$ cat src/verilog/dtc_pkg.sv
/*
  constants for the debug transport control and status register:
  tap instruction codes, register field positions, reset values and status codes.
  assumes the tap is driven by an external debugger over tck/tms/tdi/tdo.
*/
// Contract
// RULE_01: error detail codes zero to four, rest reserved
// RULE_02: error detail refreshed on status update or clear
// RULE_03: error detail resets to four, unknown
// RULE_04: full reset abandons transactions, resets all state
// RULE_05: debugger uses full reset only for hung transactions
// RULE_06: sticky clear resets error, keeps transactions running
// RULE_07: preset idle hint reports needed idle cycles
// RULE_08: debugger still checks mirrored status for busy
// RULE_09: status mirror always equals access operation status
// RULE_10: address width field reports preset address bits
// RULE_11: version field reads one after reset
// RULE_12: register width never changes between versions
// RULE_13: failed status sticky until sticky clear written
// RULE_14: instruction 0x10 selects this register
// RULE_15: action bits ignore zero and read zero
package dtc_pkg;
  localparam int unsigned  IR_W          = 5;
  localparam logic [4:0]   IR_CSR        = 5'h10;
  localparam logic [4:0]   IR_RESET      = 5'h01;
  localparam int unsigned  CSR_W         = 32;
  // field positions
  localparam int unsigned  F_VERSION_LSB = 0;
  localparam int unsigned  F_ABITS_LSB   = 4;
  localparam int unsigned  F_STAT_LSB    = 10;
  localparam int unsigned  F_IDLE_LSB    = 12;
  localparam int unsigned  F_CLEAR_BIT   = 16;
  localparam int unsigned  F_HARD_BIT    = 17;
  localparam int unsigned  F_ERR_LSB     = 18;
  // values
  localparam logic [3:0]   VERSION_RESET = 4'h1;
  localparam logic [1:0]   OP_SUCCESS    = 2'h0;
  localparam logic [1:0]   OP_FAILED     = 2'h2;
  localparam logic [1:0]   OP_BUSY       = 2'h3;
  localparam logic [2:0]   ERR_NONE_IMPL = 3'h0;
  localparam logic [2:0]   ERR_DMI       = 3'h1;
  localparam logic [2:0]   ERR_COMM      = 3'h2;
  localparam logic [2:0]   ERR_DEVICE    = 3'h3;
  localparam logic [2:0]   ERR_UNKNOWN   = 3'h4;
  localparam int unsigned  SYNC_STAGES   = 3;

  typedef enum logic [3:0] {
    DTC_TLR    = 4'h0,
    DTC_RTI    = 4'h1,
    DTC_SELDR  = 4'h2,
    DTC_CAPDR  = 4'h3,
    DTC_SHDR   = 4'h4,
    DTC_EX1DR  = 4'h5,
    DTC_PADR   = 4'h6,
    DTC_EX2DR  = 4'h7,
    DTC_UPDR   = 4'h8,
    DTC_SELIR  = 4'h9,
    DTC_CAPIR  = 4'hA,
    DTC_SHIR   = 4'hB,
    DTC_EX1IR  = 4'hC,
    DTC_PAIR   = 4'hD,
    DTC_EX2IR  = 4'hE,
    DTC_UPIR   = 4'hF
  } dtc_tap_t;
endpackage

$ cat src/verilog/dtc_sync.sv
/*
  three stage synchroniser for pins from outside the i_mclk domain.
  assumes inputs are plain levels; stage one is read only by stage two.
*/
`timescale 1ns/1ps
module dtc_sync #(
  parameter int unsigned W = 3
) (
  // clock and reset
  input  wire logic         i_mclk,
  input  wire logic         i_rst_n,
  input  wire logic         i_ce,
  // pins in, stages two and three out
  input  wire logic [W-1:0] i_async,
  output logic      [W-1:0] o_s2,
  output logic      [W-1:0] o_s3
);
  logic [W-1:0] s1;

  always_ff @(posedge i_mclk or negedge i_rst_n)
  begin
    if (!i_rst_n)
    begin
      s1   <= '0;
      o_s2 <= '0;
      o_s3 <= '0;
    end
    else if (i_ce)
    begin
      s1   <= i_async;
      o_s2 <= s1;
      o_s3 <= o_s2;
    end
  end
endmodule

$ cat src/verilog/dtc_csr.sv
/*
  tap controller, instruction register and the transport control and status
  data register, plus the sticky access status and error detail it mirrors.
  assumes tck is much slower than i_mclk (sampled, edges found here) and that
  the access scan logic reports status updates as one-cycle pulses on i_mclk.
*/
`timescale 1ns/1ps
module dtc_csr #(
  parameter logic [5:0] ABITS = 6'h07,
  parameter logic [2:0] IDLE  = 3'h1
) (
  // clock and reset
  input  wire logic       i_mclk,
  input  wire logic       i_rst_n,
  input  wire logic       i_ce,
  // tap pins
  input  wire logic       i_tck,
  input  wire logic       i_tms,
  input  wire logic       i_tdi,
  output logic            o_tdo,
  output logic            o_tdo_oe,
  // access scan status from the interface side
  input  wire logic       i_op_update,
  input  wire logic [1:0] i_op_status,
  input  wire logic [2:0] i_op_errinfo,
  // status and actions back to the interface side
  output logic [1:0]      o_access_operation,
  output logic            o_op_sticky,
  output logic            o_transport_reset,
  output logic            o_sticky_clear,
  output logic [4:0]      o_ir
);
  dtc_pkg::dtc_tap_t state;
  dtc_pkg::dtc_tap_t next_state;
  logic [2:0]  pin_s2;
  logic [2:0]  pin_s3;
  logic        tck_lvl;
  logic        tms_lvl;
  logic        tdi_lvl;
  logic [4:0]  ir_sh;
  logic [4:0]  next_ir_sh;
  logic [4:0]  next_ir;
  logic [31:0] dr_sh;
  logic [31:0] next_dr_sh;
  logic        next_tdo;
  logic        next_tdo_oe;
  logic        next_hard;
  logic        next_clear;
  logic [1:0]  op;
  logic [1:0]  next_op;
  logic [2:0]  err;
  logic [2:0]  next_err;
  logic [31:0] csr_value;
  logic        tck_rise;
  logic        tck_fall;
  logic        csr_sel;

  function automatic dtc_pkg::dtc_tap_t tap_next(input dtc_pkg::dtc_tap_t s, input logic tms);
    case (s)
      dtc_pkg::DTC_TLR:   tap_next = tms ? dtc_pkg::DTC_TLR   : dtc_pkg::DTC_RTI;
      dtc_pkg::DTC_RTI:   tap_next = tms ? dtc_pkg::DTC_SELDR : dtc_pkg::DTC_RTI;
      dtc_pkg::DTC_SELDR: tap_next = tms ? dtc_pkg::DTC_SELIR : dtc_pkg::DTC_CAPDR;
      dtc_pkg::DTC_CAPDR: tap_next = tms ? dtc_pkg::DTC_EX1DR : dtc_pkg::DTC_SHDR;
      dtc_pkg::DTC_SHDR:  tap_next = tms ? dtc_pkg::DTC_EX1DR : dtc_pkg::DTC_SHDR;
      dtc_pkg::DTC_EX1DR: tap_next = tms ? dtc_pkg::DTC_UPDR  : dtc_pkg::DTC_PADR;
      dtc_pkg::DTC_PADR:  tap_next = tms ? dtc_pkg::DTC_EX2DR : dtc_pkg::DTC_PADR;
      dtc_pkg::DTC_EX2DR: tap_next = tms ? dtc_pkg::DTC_UPDR  : dtc_pkg::DTC_SHDR;
      dtc_pkg::DTC_UPDR:  tap_next = tms ? dtc_pkg::DTC_SELDR : dtc_pkg::DTC_RTI;
      dtc_pkg::DTC_SELIR: tap_next = tms ? dtc_pkg::DTC_TLR   : dtc_pkg::DTC_CAPIR;
      dtc_pkg::DTC_CAPIR: tap_next = tms ? dtc_pkg::DTC_EX1IR : dtc_pkg::DTC_SHIR;
      dtc_pkg::DTC_SHIR:  tap_next = tms ? dtc_pkg::DTC_EX1IR : dtc_pkg::DTC_SHIR;
      dtc_pkg::DTC_EX1IR: tap_next = tms ? dtc_pkg::DTC_UPIR  : dtc_pkg::DTC_PAIR;
      dtc_pkg::DTC_PAIR:  tap_next = tms ? dtc_pkg::DTC_EX2IR : dtc_pkg::DTC_PAIR;
      dtc_pkg::DTC_EX2IR: tap_next = tms ? dtc_pkg::DTC_UPIR  : dtc_pkg::DTC_SHIR;
      dtc_pkg::DTC_UPIR:  tap_next = tms ? dtc_pkg::DTC_SELDR : dtc_pkg::DTC_RTI;
      default:            tap_next = dtc_pkg::DTC_TLR;
    endcase
  endfunction

  dtc_sync #(
    .W (3)
  ) u_sync (
    .i_mclk  (i_mclk),
    .i_rst_n (i_rst_n),
    .i_ce    (i_ce),
    .i_async ({i_tck, i_tms, i_tdi}),
    .o_s2    (pin_s2),
    .o_s3    (pin_s3)
  );

  // a pin level is accepted only once stages two and three agree
  always_ff @(posedge i_mclk or negedge i_rst_n)
  begin
    if (!i_rst_n)
    begin
      tck_lvl <= 1'b0;
      tms_lvl <= 1'b1;
      tdi_lvl <= 1'b0;
    end
    else if (i_ce)
    begin
      if (pin_s2[2] == pin_s3[2])
        tck_lvl <= pin_s3[2];
      if (pin_s2[1] == pin_s3[1])
        tms_lvl <= pin_s3[1];
      if (pin_s2[0] == pin_s3[0])
        tdi_lvl <= pin_s3[0];
    end
  end

  assign tck_rise = i_ce && pin_s2[2] && pin_s3[2] && !tck_lvl;
  assign tck_fall = i_ce && !pin_s2[2] && !pin_s3[2] && tck_lvl;
  assign csr_sel  = (o_ir == dtc_pkg::IR_CSR); // RULE_14

  // fixed width; action bits always read zero
  always_comb
  begin
    csr_value = '0; // RULE_12 RULE_15
    csr_value[dtc_pkg::F_VERSION_LSB +: 4] = dtc_pkg::VERSION_RESET; // RULE_11
    csr_value[dtc_pkg::F_ABITS_LSB +: 6]   = ABITS; // RULE_10
    csr_value[dtc_pkg::F_STAT_LSB +: 2]    = op; // RULE_09
    csr_value[dtc_pkg::F_IDLE_LSB +: 3]    = IDLE; // RULE_07
    csr_value[dtc_pkg::F_ERR_LSB +: 3]     = err; // RULE_01
  end

  always_comb
  begin
    next_state  = state;
    next_ir     = o_ir;
    next_ir_sh  = ir_sh;
    next_dr_sh  = dr_sh;
    next_tdo    = o_tdo;
    next_tdo_oe = o_tdo_oe;
    next_hard   = 1'b0;
    next_clear  = 1'b0;
    if (tck_rise)
    begin
      next_state = tap_next(state, tms_lvl);
      case (state)
        dtc_pkg::DTC_TLR:   next_ir = dtc_pkg::IR_RESET;
        dtc_pkg::DTC_CAPIR: next_ir_sh = dtc_pkg::IR_RESET;
        dtc_pkg::DTC_SHIR:  next_ir_sh = {tdi_lvl, ir_sh[4:1]};
        dtc_pkg::DTC_UPIR:  next_ir = ir_sh;
        dtc_pkg::DTC_CAPDR: next_dr_sh = csr_sel ? csr_value : 32'h00000000; // RULE_14
        dtc_pkg::DTC_SHDR:
        begin
          if (csr_sel)
            next_dr_sh = {tdi_lvl, dr_sh[31:1]};
          else
            next_dr_sh = {31'h00000000, tdi_lvl};
        end
        dtc_pkg::DTC_UPDR:
        begin
          // only a one acts; a zero written is ignored
          next_hard  = csr_sel && dr_sh[dtc_pkg::F_HARD_BIT]; // RULE_04 RULE_15
          next_clear = csr_sel && dr_sh[dtc_pkg::F_CLEAR_BIT]; // RULE_06 RULE_15
        end
        default:
        begin
          next_dr_sh = dr_sh;
        end
      endcase
    end
    if (tck_fall)
    begin
      next_tdo_oe = (state == dtc_pkg::DTC_SHIR) || (state == dtc_pkg::DTC_SHDR);
      next_tdo    = (state == dtc_pkg::DTC_SHIR) ? ir_sh[0] : dr_sh[0];
    end
  end

  always_ff @(posedge i_mclk or negedge i_rst_n)
  begin
    if (!i_rst_n)
    begin
      state             <= dtc_pkg::DTC_TLR;
      o_ir              <= dtc_pkg::IR_RESET;
      ir_sh             <= dtc_pkg::IR_RESET;
      dr_sh             <= 32'h00000000;
      o_tdo             <= 1'b0;
      o_tdo_oe          <= 1'b0;
      o_transport_reset <= 1'b0;
      o_sticky_clear    <= 1'b0;
    end
    else if (i_ce)
    begin
      state             <= next_state;
      o_ir              <= next_ir;
      ir_sh             <= next_ir_sh;
      dr_sh             <= next_dr_sh;
      o_tdo             <= next_tdo;
      o_tdo_oe          <= next_tdo_oe;
      o_transport_reset <= next_hard;
      o_sticky_clear    <= next_clear;
    end
  end

  // status: full reset beats everything; a new failure beats a same-cycle clear
  always_comb
  begin
    next_op  = op;
    next_err = err;
    if (o_transport_reset)
    begin
      next_op  = dtc_pkg::OP_SUCCESS; // RULE_04
      next_err = dtc_pkg::ERR_UNKNOWN; // RULE_04
    end
    else
    begin
      if (o_sticky_clear)
      begin
        next_op  = dtc_pkg::OP_SUCCESS; // RULE_06
        next_err = dtc_pkg::ERR_UNKNOWN; // RULE_02
      end
      if (i_op_update && (op != dtc_pkg::OP_FAILED || o_sticky_clear)) // RULE_13
      begin
        next_op  = i_op_status;
        next_err = (i_op_errinfo > dtc_pkg::ERR_UNKNOWN) ? dtc_pkg::ERR_UNKNOWN : i_op_errinfo; // RULE_01 RULE_02
      end
    end
  end

  always_ff @(posedge i_mclk or negedge i_rst_n)
  begin
    if (!i_rst_n)
    begin
      op  <= dtc_pkg::OP_SUCCESS;
      err <= dtc_pkg::ERR_UNKNOWN; // RULE_03
    end
    else if (i_ce)
    begin
      op  <= next_op;
      err <= next_err;
    end
  end

  assign o_access_operation = op;
  assign o_op_sticky        = (op == dtc_pkg::OP_FAILED); // RULE_13
endmodule

$ cat config.mk
export PLATFORM = sky130hd
export DESIGN_NAME = dtc_csr
export DESIGN_NICKNAME = d
export VERILOG_FILES = /design/src/verilog/dtc_pkg.sv /design/src/verilog/dtc_sync.sv /design/src/verilog/dtc_csr.sv
export SDC_FILE = /design/constraint.sdc
export NUM_CORES = 1
export LEC_CHECK = 0
export BUFFER_PORTS_ARGS = -buffer_cell sky130_fd_sc_hd__buf_2
export CAP_MARGIN = 10
export CORE_UTILIZATION = 40
export CTS_CLUSTER_SIZE = 8
export DETAILED_ROUTE_END_ITERATION = 7
export GPL_ROUTABILITY_DRIVEN = 1
export SETUP_SLACK_MARGIN = 0.15
export SYNTH_ARGS = -nofsm -noshare
export SYNTH_HDL_FRONTEND = slang
export SYNTH_SLANG_ARGS = --single-unit
$ cat constraint.sdc
create_clock -name i_mclk -period 1.6 [get_ports i_mclk]
set_input_delay 0.16 -clock i_mclk [delete_from_list [all_inputs] [get_ports i_mclk]]
set_output_delay 0.16 -clock i_mclk [all_outputs]
set_load 0.01 [all_outputs]
Word level (Yosys, flattened, before mapping)
Cells that the tools add are included.

storage, ports and cells
  output and inout port bits = 12
  bits in writable memories = 0
  input port bits = 12
  memories = 0
  bits in read-only memories = 0
  latch bits = 0
  bits in registers = 67

cells by class
  magnitude comparators = 1
  bitwise gates (word level) = 0
  eq/ne operators = 21
  shift-type cells = 0
  reduce and logical (&&, ||, !) cells = 31
  mux-type cells = 30
  multipliers = 0
  add/sub/neg operators = 0
  divide/modulo/power cells = 0

operator list
  cell                                                              count
  32-bit one-hot mux with 2 select lines                            1
  4-bit one-hot mux with 12 select lines                            1
  4-bit == test (second input constant)                             8
  32-bit two-way mux                                                1
  21-bit two-way mux                                                1
  5-bit one-hot mux with 2 select lines                             2
  3-bit two-way mux                                                 6
  4-bit by 3-bit == test with 1-bit output (second input constant)  4
  4-bit two-way mux                                                 4
  2-bit two-way mux                                                 6
  2-bit AND reduction                                               6
  1-bit logical AND                                                 9
  3-bit AND reduction                                               3
  4-bit by 2-bit == test with 1-bit output (second input constant)  2
  1-bit two-way mux                                                 8
  2-bit nonzero test                                                3
  5-bit == test (second input constant)                             1
  4-bit by 1-bit == test with 1-bit output (second input constant)  1
  4-bit zero test                                                   1
  2-bit OR reduction                                                2
  1-bit == test                                                     3
  3-bit greater-than comparator (second input constant)             1
  1-bit zero test                                                   3
  3-bit nonzero test                                                1
  other kinds (4)                                                   5

Logic depth before layout (Yosys ltp)
  depth in word-level cells = 5
  gate-level depth with buffers = 6

Modules after synthesis
Synthesis repeated with hierarchy kept, for this count alone.

unflattened totals
  cells, all modules = 266
  area, all modules = 3037.9 um^2

modules (own cells, without submodules)
  module    area each (um^2)  times used  cells an instance
  dtc_csr   2666.3            1           247
  dtc_sync  371.6             1           19

Least setup slack after synthesis
Ideal clock, no wire load.

  path kind = flip-flop to flip-flop
  start = reg state[1]
  end = reg dr_sh[11]
  clock period less this slack = 1624 ps
  arrival time = 1528 ps
  stages on the path, launching flop included = 6
  slack = -24 ps
  required time = 1504 ps
  path buffers = 2
  path through = dfrtp_1 -> buf_6 -> or4b_4 -> buf_2 -> mux2i_1 -> o31ai_1

between the ends
  longest elaborated chain between the ends = 3

ends and longest elaborated chain
  what                                                                                                  line            RTL
  from (decl)                                                                                           dtc_csr.sv:33   dtc_pkg::dtc_tap_t state;
  from (signal assigned)                                                                                dtc_csr.sv:175  state <= dtc_pkg::DTC_TLR;
  from (signal assigned)                                                                                dtc_csr.sv:186  state <= next_state;
  4-bit by 3-bit == test with 1-bit output or 4-bit by 2-bit == test with 1-bit output (tied branches)  dtc_csr.sv:139  case (state)
  2-bit nonzero test (no line)                                                                          --
  3-bit AND reduction (no line)                                                                         --
  to (signal assigned)                                                                                  dtc_csr.sv:189  dr_sh <= next_dr_sh;
  to (decl)                                                                                             dtc_csr.sv:43   logic [31:0] dr_sh;

Several ways; a longest one is shown, not always the timed one.
A chain may end at the register's enable or synchronous reset.

Worst setup path in the final report
  start = reg state[1]
  end = reg dr_sh[17]

Same word-level chain as after synthesis.

==> key figures <==
Yosys
  – Mapped Cells: 272
  – Area contributors post-synth: dfrtp_1, a22o_1, o21ai_0
  – Syn. warnings: 0
  – Area leader, netlist: dfrtp_1
  – Netlist cell types: 40
  – Async S/R FF share, synth: 1.00
  – Most frequent cell after synthesis: dfrtp_1
  – Yosys top cell area share: 0.531
  – Post-synthesis register bit count: 67
  – Most frequently used flop master after synthesis: dfrtp_1
  – Cell Area, Synth: a little under 3000 um2
  – EDFF count, synth: 0
  – Synth cell count leaders: dfrtp_1, o21ai_0, a22o_1, nand2_1
  – Post-Syn Area per Cell: 10.9 um2
  – Syn_nets: roughly 280
  – Sequential share of the synthesized area: 0.567

STA
  – Fmax: ~620 MHz
  – Finish-stage setup viols: 2
  – Setup slack after layout: -0.00390 ns
  – Final Cycle Share: 1.00
  – Fin. max-slew vios: 0
  – Final hold vios: 0
  – Slew headroom: 0.755
  – RSZ-0062 raised after global routing: true
  – Worst-margin pin slew: around 0.37 ns
  – Hold slack: about 0.037 ns
  – Min cycle time layout: ~1.6 ns
  – Clock skew: just over 0.007 ns
  – Setup total negative slack: -0.00539 ns

Pwr
  – Sequential group share of total power: 0.412
  – Tot Pwr: 0.00497 W
  – Switch share: 0.318
  – Int Power: 0.00339 W
  – Peak VDD IR: about 0.90 mV
  – PwrDens: 1340 nW/um2
  – Comb pwr share: 0.265
  – NetSw: 0.00158 W
  – Leakage: about 1.7 nW
  – Clock power share: 0.323

Clock network
  – Clock sink count: 67
  – CTS H-tree depth: 3
  – Clk slew on worst S/H paths: 0.07 ns
  – Clock Path Buffers: 2
  – Clock root buffer: clkbuf_8
  – CTS tree: done
  – Clock latency on the worst-skew pair: 0.34 ns
  – CTS Buf Count: 9

Global route
  – Global-route wire length before repair: around 11 mm
  – Global route total overflow: 0
  – Vias in the first global route: about 2100
  – Overall routing resource usage: 0.186
  – Initial antenna violation count: 0
  – Pin count of the biggest net entering global routing: between 60 and 70

Route
  – Initial DRT Pass Iterations: 4
  – Routed Antenna Nets: 0
  – DR WL/cell: 15.1 um
  – # DRC: 0
  – Vias: around 2200
  – Via density: ~5.3
  – Final wirelength: around 6.3 mm
  – DRT iter0 DRCs: about 160

Outcome
  – Status: finished with violations
  – Violated checks: setup timing

Setup path
  – CP Capture Type: flop
  – Startpoint types: flop
  – CP max FO: 21
  – Setup CP Type: reg -> reg
  – WP data required: 1.83 ns
  – Arr. time, crit path: between 1.5 and 2 ns

Floorplanning
  – Die Height: approximately 88 um
  – DIE AREA: 7770 um2
  – Core region area: ~7200 um2
  – Starting Density: 0.411
  – Die width: 88.1 um
  – Cell Rows: 31
  – # IOs: 24

Placement
  – Pre-CTS worst setup slack: between 0.04 and 0.05 ns
  – Final GP Congestion: about 0.79
  – Buffers on Ports: 23
  – Dpl hpwl: 3.84 mm
  – Placed cell area: roughly 3300 um2

Flow run
  – Max Cap Violations: 0

Final layout
  – Final instance area: 3720 um2
  – Synth-to-Final Area Change: 25.3%
  – Ant diodes: 0
  – Share of layout cells above drive strength 1: 0.301
  – Number of nets in the layout: between 300 and 400

Hold path
  – Worst min path class: in -> reg
-- through the flow --
step / cells / util
2_1_floorplan: 272 / -
5_1_grt: 418 / 0.515
3_5_place_dp: 395 / 0.459
6_report: 418 / 0.515
4_1_cts: 414 / 0.500
3_3_place_gp: 395 / 0.459
-- cells by family (layout without fill, tap and decap cells) --
group,count (synthesis),after routing,synth area share
AO/OA/AOI/OAI,93,93,0.215
flip-flops,67,67,0.567
multiplexers,14,14,0.0502
AND/OR/NAND/NOR,69,69,0.122
buffers and inverters,29,76,0.0460
-- routing by layer --
layer | wire length (um) | GRT usage | up-vias
li1 | - | - | 1084
met1 | 3150 | 0.260 | 1123
met2 | 2970 | 0.276 | 25
met3 | 177 | 0.0622 | 2
met4 | 29 | 0.0513 | 0
met5 | 0 | 0 | -
-- registers in the layout (all words and copies together) (netlist names), 3 cells and up --
name	cells
dr_sh	32
ir_sh	5
o_ir	5
state	4
err	3
u_sync.o_s2	3
u_sync.o_s3	3
u_sync.s1	3
-- layout make-up --
class / count / area, um2
Multi-Input combinational cell: 176 / 1240
Clock buffer: 10 / 138
Clock inverter: 6 / 87.6
Timing Repair Buffer: 50 / 403
Fill cell: 675 / 3500
Sequential cell: 67 / 1680
Inverter: 10 / 37.5
Tap cell: 99 / 124
-- layout by cell type (no fill, tap or decap), types with 6 or more instances in the layout --
| master | instances |
|---|---|
| a21oi_1 | 11 |
| a22o_1 | 28 |
| buf_2 | 23 |
| buf_4 | 18 |
| clkbuf_8 | 10 |
| dfrtp_1 | 63 |
| inv_1 | 10 |
| mux2_2 | 7 |
| mux2i_1 | 6 |
| nand2_1 | 27 |
| nor2_1 | 8 |
| o21ai_0 | 28 |
-- power groups by stage --
| stage | registers (W) | logic, W | clock network, W |
|---|---|---|---|
| floorplan | 0.00202 | 0.000806 | 0 |
| global placement | 0.00207 | 0.00113 | 0 |
| detailed placement | 0.00208 | 0.00115 | 0 |
| CTS | 0.00204 | 0.00118 | 0.00165 |
| global route | 0.00207 | 0.00146 | 0.00172 |
| finish | 0.00205 | 0.00132 | 0.00160 |
-- final timing paths --
kind                        endpoint             from  cells past startpoint  slack (ns)
setup / recovery           dr_sh[17]         state[1]                      6      -0.004
hold / removal                err[1]  i_op_errinfo[1]                      2        0.04
setup reg to reg           dr_sh[17]         state[1]                      6      -0.004
hold reg to reg            dr_sh[11]        dr_sh[11]                      2        0.49
max in group asynchronous    tms_lvl          i_rst_n                      3        0.90
min in group asynchronous    o_ir[3]          i_rst_n                      3        0.36
-- critical path, stage by stage, from the launching register on --
cell and delay (ns):
dfrtp_1 0.39, buf_4 0.20, nor3b_2 0.18, o211ai_1 0.13, buf_4 0.15, clkbuf_16 0.17, a22o_1 0.25
-- what timing repair did --
action / CTS / global route
setup endpoints to repair: 44 / 49
resized for setup: 8 / 25
setup buffers: 1 / 4
cloned: 1 / 0
pin swaps: 2 / 3
hold buffers: 1 / 0
hold endpoints to repair: 63 / 0
Power figures use the tool's default switching activity.
